<file path="src/common/stm_consts.svh">
/*
  Constants for the serial transfer engine: frame edge counts, divider
  width, reset values. Assumes it is included by bare name.
*/
`ifndef STM_CONSTS_SVH
`define STM_CONSTS_SVH

// Widest frame in bits
`define STM_FRAME_MAX 16
// Index of the last clock edge of a frame, per frame width
`define STM_LAST_EDGE_8 5'h0F
`define STM_LAST_EDGE_16 5'h1F
// Width of the baud divider counter
`define STM_DIV_W 8
// Reset value of the transmit-empty flag
`define STM_TE_RESET 1'h1

`endif

</file>
<file path="src/common/stm_pkg.sv">
/*
  Types for the serial transfer engine.
  Assumes nothing of its surroundings.
*/
`default_nettype none
package stm_pkg;
  // Engine state: idle between frames, run while a frame is clocked
  typedef enum logic {
    STM_IDLE,
    STM_RUN
  } stm_state_t;
endpackage : stm_pkg
`default_nettype wire

</file>
<file path="src/logic/stm_spi_engine.sv">
/*
  Serial peripheral transfer engine: master and slave, full duplex,
  two-wire receive-only and one-wire send/receive, with transmit-empty,
  receive-not-empty, overflow and busy flags.
  Assumes a single 125 MHz clock mclk with synchronous reset srst; all
  link pins are asynchronous and are synchronised here. Software access
  is by plain strobes and control bits, no register bus.
*/
// Contract
// RL1: Master receive-only clocks continuously while enabled.
// RL2: Slave receive-only receives while selected and clocked.
// RL3: Data read clears receive-not-empty flag.
// RL4: Four control bits select the operating mode.
// RL5: Master one-wire send: write starts, no receive.
// RL6: Master one-wire receive starts on enable, no drive.
// RL7: Slave full duplex starts on first clock edge.
// RL8: Slave software loads data before master clocks.
// RL9: Slave two-wire receive starts with clock and data.
// RL10: Slave one-wire send starts at first edge.
// RL11: Slave one-wire receive: no drive, shift in.
// RL12: Baud select sets master clock; slave ignores.
// RL13: Frame bit selects 8 or 16 bit frames.
// RL14: Buffer to shifter sets transmit-empty; write clears.
// RL15: Last sample edge stores word, sets not-empty.
// RL16: Master starts on write; early write continues seamlessly.
// RL17: Selected slave sends from first incoming edge.
// RL18: Slave enabled and loaded before master clocks.
// RL19: Master continuous: clock unbroken, busy stays set.
// RL20: Late next word: busy drops between words.
// RL21: Master receive-only keeps clock running, busy high.
// RL22: Slave busy drops one clock between words.
// RL23: Polarity sets idle level, phase sets sample edge.
// RL24: Bit-order control: zero MSB first, one LSB.
// RL25: Word while not-empty set: overflow, new discarded.
// RL26: Sixteen-bit frames use sixteen-bit paths and edges.
`timescale 1ns/1ns
`default_nettype none
`include "stm_consts.svh"

module stm_spi_engine
  import stm_pkg::*;
#(
  parameter int FW = `STM_FRAME_MAX
) (
  // Clock and reset
  input wire logic mclk,
  input wire logic srst,
  // Mode and format control
  input wire logic module_enable,
  input wire logic master_select,
  input wire logic one_wire_mode,
  input wire logic one_wire_output_enable,
  input wire logic receive_only,
  input wire logic [2:0] baud_rate_select,
  input wire logic clock_polarity,
  input wire logic clock_phase,
  input wire logic frame_width_select,
  input wire logic lsb_first_select,
  input wire logic transmit_empty_irq_enable,
  input wire logic receive_not_empty_irq_enable,
  // Data register access
  input wire logic data_wr_strobe,
  input wire logic [FW-1:0] data_wr,
  input wire logic data_rd_strobe,
  output logic [FW-1:0] data_rd,
  input wire logic status_rd_strobe,
  // Status and interrupt requests
  output logic transmit_empty_flag,
  output logic receive_not_empty_flag,
  output logic overflow_flag,
  output logic busy_flag,
  output logic transmit_empty_irq,
  output logic receive_not_empty_irq,
  // Link pins, enables active low
  input wire logic sck_in,
  output logic sck_out,
  output logic sck_oe_n,
  input wire logic slave_select_n,
  input wire logic mosi_in,
  output logic mosi_out,
  output logic mosi_oe_n,
  input wire logic miso_in,
  output logic miso_out,
  output logic miso_oe_n
);

  // Outgoing bit from the transmit shifter for the chosen order/width
  function automatic logic out_bit(input logic [FW-1:0] sh, input logic lsb,
                                   input logic wide);
    if (lsb) begin
      out_bit = sh[0];
    end else if (wide) begin
      out_bit = sh[FW-1];
    end else begin
      out_bit = sh[FW/2-1];
    end
  endfunction : out_bit

  // Receive shifter after one more bit enters it
  function automatic logic [FW-1:0] rx_step(input logic [FW-1:0] sh,
                                            input logic b, input logic lsb);
    if (lsb) begin
      rx_step = {b, sh[FW-1:1]};
    end else begin
      rx_step = {sh[FW-2:0], b};
    end
  endfunction : rx_step

  // Synchroniser stages; stage one is read only by stage two
  logic sck_s1, sck_s2, sck_s3;
  logic ss_s1, ss_s2;
  logic mo_s1, mo_s2;
  logic mi_s1, mi_s2;

  // Engine state
  stm_state_t state;
  logic [4:0] edge_cnt;                  // Edge index within the frame
  logic [`STM_DIV_W-1:0] div_cnt;        // Half-period divider
  logic sck_q;                           // Internal serial clock level
  logic [FW-1:0] tx_buf;                 // Send buffer
  logic tx_full;                         // Send buffer holds a word
  logic [FW-1:0] tx_shift;               // Outgoing shifter
  logic shift_loaded;                    // Slave shifter preloaded
  logic [FW-1:0] rx_shift;               // Incoming shifter
  logic ovf_armed;                       // Data read seen while overflowed

  // Derived decode
  logic is_master, rx_mode, tx_mode, rx_store;
  logic [4:0] last_edge, last_sample;
  logic [`STM_DIV_W-1:0] div_last;
  logic tick, m_edge, s_edge, any_edge;
  logic sample_edge, shift_edge, done_sample, frame_end;
  logic rx_bit, master_go, load, next_tx_full;
  logic [FW-1:0] rx_full_word, rx_word;

  // Mode decode from the four control bits
  always_comb begin
    is_master = master_select;                                     // RL4
    rx_mode = receive_only | (one_wire_mode & ~one_wire_output_enable); // RL4
    tx_mode = ~rx_mode;
    rx_store = ~(one_wire_mode & one_wire_output_enable);          // RL5 RL10
  end

  // Frame length: 8 or 16 bits, two clock edges per bit
  always_comb begin
    last_edge = frame_width_select ? `STM_LAST_EDGE_16 : `STM_LAST_EDGE_8; // RL13 RL26
    last_sample = {last_edge[4:1], clock_phase};                   // RL23
  end

  // Master half-period is 2^baud mclk cycles; a slave ignores it
  always_comb begin
    div_last = `STM_DIV_W'((`STM_DIV_W'(1) << baud_rate_select) - `STM_DIV_W'(1)); // RL12
    tick = is_master & (state == STM_RUN) & (div_cnt == div_last);
    m_edge = tick;
    s_edge = ~is_master & module_enable & ~ss_s2 & (sck_s2 != sck_s3); // RL7 RL17
    any_edge = m_edge | s_edge;
  end

  // Edge classification; phase picks even or odd edges for sampling
  always_comb begin
    sample_edge = any_edge & (edge_cnt[0] == clock_phase);        // RL23
    shift_edge = any_edge & ~sample_edge & (edge_cnt != 5'h00);
    done_sample = sample_edge & (edge_cnt == last_sample);         // RL15
    frame_end = any_edge & (edge_cnt == last_edge);
  end

  // Data input pin: master one-wire uses MOSI, slave one-wire MISO
  always_comb begin
    if (is_master) begin
      rx_bit = one_wire_mode ? mo_s2 : mi_s2;                      // RL6
    end else begin
      rx_bit = one_wire_mode ? mi_s2 : mo_s2;                      // RL9 RL11
    end
  end

  // Completed receive word, justified to the low bits for 8-bit frames
  always_comb begin
    rx_full_word = rx_step(rx_shift, rx_bit, lsb_first_select);    // RL24
    if (frame_width_select) begin
      rx_word = rx_full_word;                                      // RL26
    end else if (lsb_first_select) begin
      rx_word = {{(FW/2){1'b0}}, rx_full_word[FW-1:FW/2]};
    end else begin
      rx_word = {{(FW/2){1'b0}}, rx_full_word[FW/2-1:0]};
    end
  end

  // Start and reload decisions
  always_comb begin
    // Receive modes need no written word to run
    master_go = is_master & module_enable & (rx_mode | tx_full);   // RL1 RL6 RL16
    if (is_master) begin
      load = tx_mode & tx_full & module_enable &
             (((state == STM_IDLE) & master_go) | frame_end);      // RL16 RL19
    end else begin
      // Slave preloads so its first bit is ready before the first edge
      load = tx_mode & tx_full & module_enable & ~shift_loaded &
             (state == STM_IDLE);                                  // RL8 RL17
    end
    next_tx_full = data_wr_strobe | (tx_full & ~load);
  end

  // Two-flop synchronisers for every pin input
  always_ff @(posedge mclk) begin
    if (srst) begin
      sck_s1 <= 1'h0;
      sck_s2 <= 1'h0;
      sck_s3 <= 1'h0;
      ss_s1 <= 1'h1;
      ss_s2 <= 1'h1;
      mo_s1 <= 1'h0;
      mo_s2 <= 1'h0;
      mi_s1 <= 1'h0;
      mi_s2 <= 1'h0;
    end else begin
      sck_s1 <= sck_in;
      sck_s2 <= sck_s1;
      sck_s3 <= sck_s2;  // Edge detect compares stages two and three
      ss_s1 <= slave_select_n;
      ss_s2 <= ss_s1;
      mo_s1 <= mosi_in;
      mo_s2 <= mo_s1;
      mi_s1 <= miso_in;
      mi_s2 <= mi_s1;
    end
  end

  // Frame sequencing and edge counting
  always_ff @(posedge mclk) begin
    if (srst) begin
      state <= STM_IDLE;
      edge_cnt <= 5'h00;
    end else if (~module_enable) begin
      // Disable stops at once, even mid-frame
      state <= STM_IDLE;                                           // RL1
      edge_cnt <= 5'h00;
    end else if (~is_master & ss_s2) begin
      // Deselect aborts a partial slave frame
      state <= STM_IDLE;
      edge_cnt <= 5'h00;
    end else if (frame_end) begin
      edge_cnt <= 5'h00;
      if (is_master & (rx_mode | tx_full)) begin
        state <= STM_RUN;                                          // RL19 RL21
      end else begin
        state <= STM_IDLE;                                         // RL20 RL22
      end
    end else if (any_edge) begin
      edge_cnt <= edge_cnt + 5'h01;
      state <= STM_RUN;                                            // RL2 RL7 RL10
    end else if ((state == STM_IDLE) & master_go) begin
      state <= STM_RUN;                                            // RL1 RL16
    end
  end

  // Master baud divider and serial clock level
  always_ff @(posedge mclk) begin
    if (srst) begin
      div_cnt <= '0;
      sck_q <= 1'h0;
    end else if (~is_master | (state != STM_RUN)) begin
      div_cnt <= '0;
      sck_q <= clock_polarity;                                     // RL23
    end else if (tick) begin
      // Clock keeps toggling across frames when the next word is ready
      div_cnt <= '0;
      sck_q <= ~sck_q;                                             // RL19
    end else begin
      div_cnt <= div_cnt + `STM_DIV_W'(1);
    end
  end

  // Send buffer; a write during a load refills it, so it stays full
  always_ff @(posedge mclk) begin
    if (srst) begin
      tx_buf <= '0;
      tx_full <= 1'h0;
      transmit_empty_flag <= `STM_TE_RESET;
    end else begin
      if (data_wr_strobe) begin
        tx_buf <= data_wr;
      end
      tx_full <= next_tx_full;
      transmit_empty_flag <= ~next_tx_full;                        // RL14
    end
  end

  // Transmit shifter: parallel load then shift in the chosen order
  always_ff @(posedge mclk) begin
    if (srst) begin
      tx_shift <= '0;
      shift_loaded <= 1'h0;
    end else if (load) begin
      tx_shift <= tx_buf;                                          // RL5 RL14
      shift_loaded <= 1'h1;
    end else begin
      if (shift_edge & tx_mode) begin
        if (lsb_first_select) begin
          tx_shift <= {1'b0, tx_shift[FW-1:1]};                    // RL24
        end else begin
          tx_shift <= {tx_shift[FW-2:0], 1'b0};                    // RL24
        end
      end
      if (frame_end | ~module_enable) begin
        shift_loaded <= 1'h0;
      end
    end
  end

  // Receive shifter, fed on sampling edges
  always_ff @(posedge mclk) begin
    if (srst) begin
      rx_shift <= '0;
    end else if (sample_edge) begin
      rx_shift <= rx_full_word;                                    // RL6 RL11
    end
  end

  // Receive buffer, not-empty and overflow; a new word wins over a read
  always_ff @(posedge mclk) begin
    if (srst) begin
      data_rd <= '0;
      receive_not_empty_flag <= 1'h0;
      overflow_flag <= 1'h0;
      ovf_armed <= 1'h0;
    end else begin
      if (done_sample & rx_store &
          receive_not_empty_flag & ~data_rd_strobe) begin
        // Unread word kept, new word lost
        overflow_flag <= 1'h1;                                     // RL25
        ovf_armed <= 1'h0;
      end else begin
        if (done_sample & rx_store) begin
          data_rd <= rx_word;                                      // RL15
          receive_not_empty_flag <= 1'h1;                          // RL15
        end else if (data_rd_strobe) begin
          receive_not_empty_flag <= 1'h0;                          // RL3
        end
        // Overflow clears on a data read followed by a status read
        if (overflow_flag & data_rd_strobe) begin
          ovf_armed <= 1'h1;
        end else if (ovf_armed & status_rd_strobe) begin
          overflow_flag <= 1'h0;
          ovf_armed <= 1'h0;
        end
      end
    end
  end

  // Busy flag per mode
  always_ff @(posedge mclk) begin
    if (srst) begin
      busy_flag <= 1'h0;
    end else if (~module_enable) begin
      busy_flag <= 1'h0;
    end else if (is_master) begin
      if (one_wire_mode & ~one_wire_output_enable) begin
        // Master one-wire receive reports not busy while running
        busy_flag <= 1'h0;
      end else if (receive_only) begin
        busy_flag <= 1'h1;                                         // RL21
      end else if (frame_end) begin
        busy_flag <= tx_full;                                      // RL19 RL20
      end else begin
        busy_flag <= (state == STM_RUN) | master_go;
      end
    end else if (ss_s2 | frame_end) begin
      busy_flag <= 1'h0;                                           // RL20 RL22
    end else if (any_edge & (edge_cnt == 5'h01)) begin
      // Set on the second edge: low spans a full clock between words
      busy_flag <= 1'h1;                                           // RL22
    end
  end

  // Interrupt requests gated by their enables
  always_ff @(posedge mclk) begin
    if (srst) begin
      transmit_empty_irq <= 1'h0;
      receive_not_empty_irq <= 1'h0;
    end else begin
      transmit_empty_irq <= transmit_empty_flag & transmit_empty_irq_enable;         // RL14
      receive_not_empty_irq <= receive_not_empty_flag & receive_not_empty_irq_enable; // RL15
    end
  end

  // Registered pin drive; receive modes leave data pins undriven
  always_ff @(posedge mclk) begin
    if (srst) begin
      sck_out <= 1'h0;
      sck_oe_n <= 1'h1;
      mosi_out <= 1'h0;
      mosi_oe_n <= 1'h1;
      miso_out <= 1'h0;
      miso_oe_n <= 1'h1;
    end else begin
      sck_out <= sck_q;
      sck_oe_n <= ~(is_master & module_enable);
      mosi_out <= out_bit(tx_shift, lsb_first_select, frame_width_select);
      mosi_oe_n <= ~(is_master & module_enable & tx_mode);         // RL5 RL6
      miso_out <= out_bit(tx_shift, lsb_first_select, frame_width_select);
      miso_oe_n <= ~(~is_master & module_enable & ~ss_s2 & tx_mode); // RL10 RL11
    end
  end

endmodule : stm_spi_engine
`default_nettype wire
</file>
<file path="config.mk">
export PLATFORM = sky130hd
export DESIGN_NAME = stm_spi_engine
export DESIGN_NICKNAME = d
export VERILOG_FILES = /design/src/common/stm_pkg.sv /design/src/logic/stm_spi_engine.sv
export VERILOG_INCLUDE_DIRS = /design/src /design/src/common
export SDC_FILE = /design/constraint.sdc
export NUM_CORES = 1
export LEC_CHECK = 0
export BUFFER_PORTS_ARGS = -buffer_cell sky130_fd_sc_hd__buf_2
export CORE_UTILIZATION = 46
export CTS_CLUSTER_SIZE = 14
export DETAILED_ROUTE_END_ITERATION = 10
export PLACE_DENSITY = 0.69
export SYNTH_ARGS = -nofsm -noshare
export SYNTH_HDL_FRONTEND = slang
export SYNTH_SLANG_ARGS = --single-unit
</file>
<file path="constraint.sdc">
create_clock -name mclk -period 3 [get_ports mclk]
set_input_delay 0 -clock mclk [delete_from_list [all_inputs] [get_ports mclk]]
set_output_delay 0 -clock mclk [all_outputs]
set_load 0.01 [all_outputs]
</file>
Yosys cells after proc, flatten, opt, wreduce, memory -nomap -nowiden --
Index checks and enable logic that the tools add are counted.
Storage, ports and cells: register bits after elaboration 102, input bits 39, output and inout bits 28, logic and storage cells 152
Cells by class: shift operators 1, reductions and logical operators 17, muxes and demuxes 33, bitwise logic cells 60, equal/unequal tests 7, $add $sub $neg 3
Operator list (count):
- $mux 16 | 5
- $and 1x1->1 | 34
- $mux 1 | 26
- $not 1->1 | 17
- $reduce_bool 2->1 | 6
- $eq 5x5->1 | 2
- $or 1x1->1 | 9
- $add 8x1->8 const B | 1
- $eq 8x8->1 | 1
- $mux 8 | 1
- $shl 1x3->8 const A | 1
- $sub 8x2->8 const B | 1
- $reduce_and 2->1 | 3
- $reduce_bool 3->1 | 2
- $reduce_or 3->1 | 2
- $add 5x1->5 const B | 1
- $eq 5x1->1 const B | 1
- $mux 5 | 1
- $reduce_bool 5->1 | 1
- $reduce_or 2->1 | 2
- $reduce_or 4->1 | 1
- $ne 2x2->1 const B | 1
- $eq 1x1->1 | 1
- $ne 1x1->1 | 1

Longest topological paths before layout --
depth after elaboration 13, depth in mapped cells 13, mapped depth without buffers 10

Worst setup path before layout --
No wires, ideal clock.
path kind input -> register, start input port baud_rate_select[2], end register edge_cnt[4], data arrival time 2.832 ns, setup time 0.073 ns, slack 0.095 ns, stages 11, data required time 2.927 ns, buffers on the path 2, cells stage by stage buf_2 or3_1 ha_1 buf_6 xor2_1 a2111oi_0 or3b_1 nor4_4 nor2_2 or4b_1 a21oi_1
Between the ends: longest elaborated chain between the ends 7
RTL lines:
- start: declaration | RTL line stm_spi_engine.sv:54 | input wire logic [2:0] baud_rate_select,
- $shl 1x3->8 (no line) *
- $sub 8x2->8 * | RTL line stm_spi_engine.sv:152 | div_last = `STM_DIV_W'((`STM_DIV_W'(1) << baud_rate_select) - `STM_DIV_W'(1));
- $eq 8x8->1 * | RTL line stm_spi_engine.sv:153 | tick = is_master & (state == STM_RUN) & (div_cnt == div_last);
- $and 1x1->1 * | RTL line stm_spi_engine.sv:153
- $or 1x1->1 * | RTL line stm_spi_engine.sv:156 | any_edge = m_edge | s_edge;
- $and 1x1->1 | RTL line stm_spi_engine.sv:164 | frame_end = any_edge & (edge_cnt == last_edge);
- $reduce_or 4->1 (no line)
- end signal: assignment | RTL line stm_spi_engine.sv:249 | edge_cnt <= edge_cnt + 5'h01;
- end: declaration | RTL line stm_spi_engine.sv:117 | logic [4:0] edge_cnt;
Mark *: on every way between the ends. The rest lies on a longest branch, timed or not. A chain may end at the register's enable or synchronous reset.

Worst setup path after layout --
start register div_cnt[0], end register busy_flag
Between the ends: longest elaborated chain between the ends 8, elaborated cells on any way between the ends 12, those cells by class 1 x eq/ne; 5 x mux; 5 x bitwise; 1 x reduce/logical
RTL lines:
- start: declaration | RTL line stm_spi_engine.sv:118 | logic [`STM_DIV_W-1:0] div_cnt;
- start signal: assignment | RTL line stm_spi_engine.sv:269 | div_cnt <= div_cnt + `STM_DIV_W'(1);
- $eq 8x8->1 * | RTL line stm_spi_engine.sv:153
- $and 1x1->1 * | RTL line stm_spi_engine.sv:153
- $or 1x1->1 * | RTL line stm_spi_engine.sv:156
- $and 1x1->1 | RTL line stm_spi_engine.sv:164
- $mux 1 | RTL line stm_spi_engine.sv:362 | end else if (frame_end) begin
- $mux 1 | RTL line stm_spi_engine.sv:360 | end else if (receive_only) begin
- $mux 1 | RTL line stm_spi_engine.sv:357 | if (one_wire_mode & ~one_wire_output_enable) begin
- $mux 1 | RTL line stm_spi_engine.sv:356 | end else if (is_master) begin
- end signal: assignment | RTL line stm_spi_engine.sv:363 | busy_flag <= tx_full;
- end signal: assignment | RTL line stm_spi_engine.sv:365 | busy_flag <= (state == STM_RUN) | master_go;
- end: declaration | RTL line stm_spi_engine.sv:71 | output logic busy_flag,
Marks and branches as above.

==> qor.yml <==
dr_wl_met2_mm: 5.68
p_leak_nw: 2.36
rows: 37
gp_congestion: 0.793
numCtsBuffers: 9
drv_cap: 0
rsz0062_at_grt: "no"
h-tree-depth: 3
grt_overflow: 0
synth_edf_count: 0
synth_common_cells: "102 x dfxtp_1, 72 x nor2_1, 63 x nand2_1"
cts_tree: "done"
async_flop_share_pct: 0
die_w_um: 106
cts_buffer_depth: 2
top_layer_used: "met4"
worstHoldStart: "srst"
grt_pass1_vias: 4317
fillers: 934
synthTopCellsByArea: "dfxtp_1 41%, mux2i_1 8.0%, nor2_1 5.4%, nand2_1 4.7%, nand3_1 4.2%"
cp-end-kind: "flop"
setup_viol: 0
max_freq_ghz: 0.373
ys_ff_latch: 102
slew_headroom_pct: 48.4
stdcell_area_mm2: 0.00600
peakVddDrop_mv: 0.265
placedCellCount: 759
hold_slack_ps: 43.9
critPathTopFamily: "simple AND/OR/NAND/NOR gates"
yosysMostFrequentCell: "dfxtp_1"
ant_nets: 0
min-delay-path-class: "input pin to flop"
crit_slowest_cell: "dfxtp_1"
place_ws_ps: 33.8
crit_start: "div_cnt[0]"
dpl_cell_area_mm2: 0.00549
wirelength_met1_mm: 5.44
totalNegativeSetupSlack_ps: 0
synth_cell_types: 56
layout-drive-gt1-share_pct: 18.3
crit_buf_inv: 1
outcome: "finished clean"
hold_viol: 0
ys.flop_type: "dfxtp_1"
reg2reg_slack_ps: 320
antenna_found_initial: 0
via_per_inst: 5.57
final_nets: 708
ios: 67
r2r-end: "busy_flag"
place.detailed.hpwl_mm: 7.85
wl_met3_um: 520
setup_ws_ps: 318
finalNonFillerCells: 804
num_vias: 4477
area_growth_pct: 20.0
grt_max_degree: 36
worstPathArrival_ps: 2980
start_kind: "flop"
power_density_mw_per_mm2: 449
drc: 0
grt_first_pass_wirelength_mm: 20.1
synth_top_area_share_pct: 40.8
cts_root_buf: "clkbuf_8"
dieArea_mm2: 0.0113
worstSkewPairLatency_ps: 370
netlist_instances: 583
critPathMaxStageDelay_ps: 460
yosys.area.top_type: "dfxtp_1"
path_cells: "nand4bb_1 -> a2111oi_0 -> or3b_1 -> nor4_4 -> or2_0 -> buf_4 -> nand4_1 -> a22oi_1"
final_core_util_pct: 57.6
post-route-min-period_ps: 2680
worstReg2RegStart: "div_cnt[0]"
yosys_warnings: 0
min_to: "transmit_empty_irq"
drtPass1Iterations: 4
avgSynthCellArea_um2: 8.58
min_path_cells: 2
tightest_slew_ps: 766
die_h_um: 106
drtIter0Drc: 187
coreArea_mm2: 0.0104
track_usage_pct: 22.2
worst-path-max-fanout: 8
synth_nets: 627
finalPower_mw: 2.69
fin_crit_sh_pct: 89.4
initial_core_util_pct: 48.0
cts.clk_slew.worst_paths_ps: 100
n_antenna_cell: 0
drv_slew: 0
wire_per_inst_um: 14.8
cts_sinks: 102
routed_wl_mm: 11.9
ys_seq_area_share_pct: 40.8
cp_data_required_time_ps: 3300
reg2regPathDepth: 8
skew_ps: 14.5
syn_area_mm2: 0.00500
cts_setup_buffers: 0
io_buffers: 66
setup.worst_path.class: "flop to flop"
## registers in the layout (all words and copies together) (netlist names), 5 cells and up
name / flops
tx_buf: 16
div_cnt: 8
tx_shift: 16
rx_shift: 16
data_rd: 16
edge_cnt: 5
## cells in the final DEF (no fill, tap or decap), types with 3 or more instances in the layout
| cell | instances |
|---|---|
| nand3_1 | 42 |
| mux2i_1 | 40 |
| buf_12 | 3 |
| dfxtp_1 | 102 |
| ha_1 | 5 |
| a21oi_1 | 29 |
| clkinvlp_4 | 3 |
| buf_2 | 66 |
| o211a_1 | 14 |
| a211oi_1 | 17 |
| or2_2 | 3 |
| nor2_1 | 72 |
| clkbuf_8 | 9 |
| o21a_1 | 3 |
| xor2_1 | 8 |
| o21ai_0 | 11 |
| o211ai_1 | 7 |
| nor3_1 | 6 |
| nand2_1 | 63 |
| xnor2_1 | 6 |
| inv_1 | 9 |
| dlygate4sd3_1 | 30 |
| nor2b_1 | 14 |
| nand2b_1 | 4 |
| nand3b_1 | 10 |
| buf_4 | 15 |
| mux2_2 | 14 |
| a311oi_1 | 17 |
| nand4_1 | 4 |
| and3_1 | 3 |
| and2_1 | 3 |
## kinds of logic after synthesis
kind of cell / Yosys count / share of synthesized area, %
XOR/XNOR: 14 / 2.45
flip-flops: 102 / 40.8
buffers and inverters: 53 / 4.45
multiplexers: 54 / 11.2
adder cells (fa/ha/maj): 5 / 1.25
AND/OR/NAND/NOR: 244 / 23.9
AO/OA/AOI/OAI: 111 / 16.0
## power by group
group / leakage [nW] / total (mW) / internal (mW) / switching, mW
clock: 0.0973 / 0.937 / 0.464 / 0.473
combinational: 1.43 / 0.310 / 0.159 / 0.150
sequential: 0.831 / 1.44 / 1.40 / 0.0403
## repair_timing
| action | 4_1_cts | 5_1_grt |
|---|---|---|
| gates resized for setup | 0 | 0 |
| hold buffers | 30 | 0 |
| hold endpoints to repair | 31 | 0 |
## layer usage
layer  global-route usage, %  vias up
met5                       0        -
met4                    9.23        0
met3                    4.29       21
met2                    37.2      124
met1                    27.8     2099
li1                        -     2233
## layout make-up
class | instances | area, um^2 | area share (%)
Multi-Input combinational cell | 428 | 2740 | 45.7
Sequential cell | 102 | 2040 | 34.0
Timing Repair Buffer | 114 | 803 | 13.4
Inverter | 9 | 33.8 | 0.563
Clock buffer | 9 | 124 | 2.06
Clock inverter | 6 | 87.6 | 1.46
Tap cell | 136 | 170 | 2.84
## worst max path at each step
stage                  end  slack (ps)  cells past startpoint
2_1_floorplan  edge_cnt[4]         100                     11
3_3_place_gp   edge_cnt[4]          80                     10
3_5_place_dp     busy_flag          30                     11
4_1_cts          busy_flag         300                      8
5_1_grt          busy_flag          60                      8
6_report         busy_flag         320                      8
(Power assumes the default switching activity.)
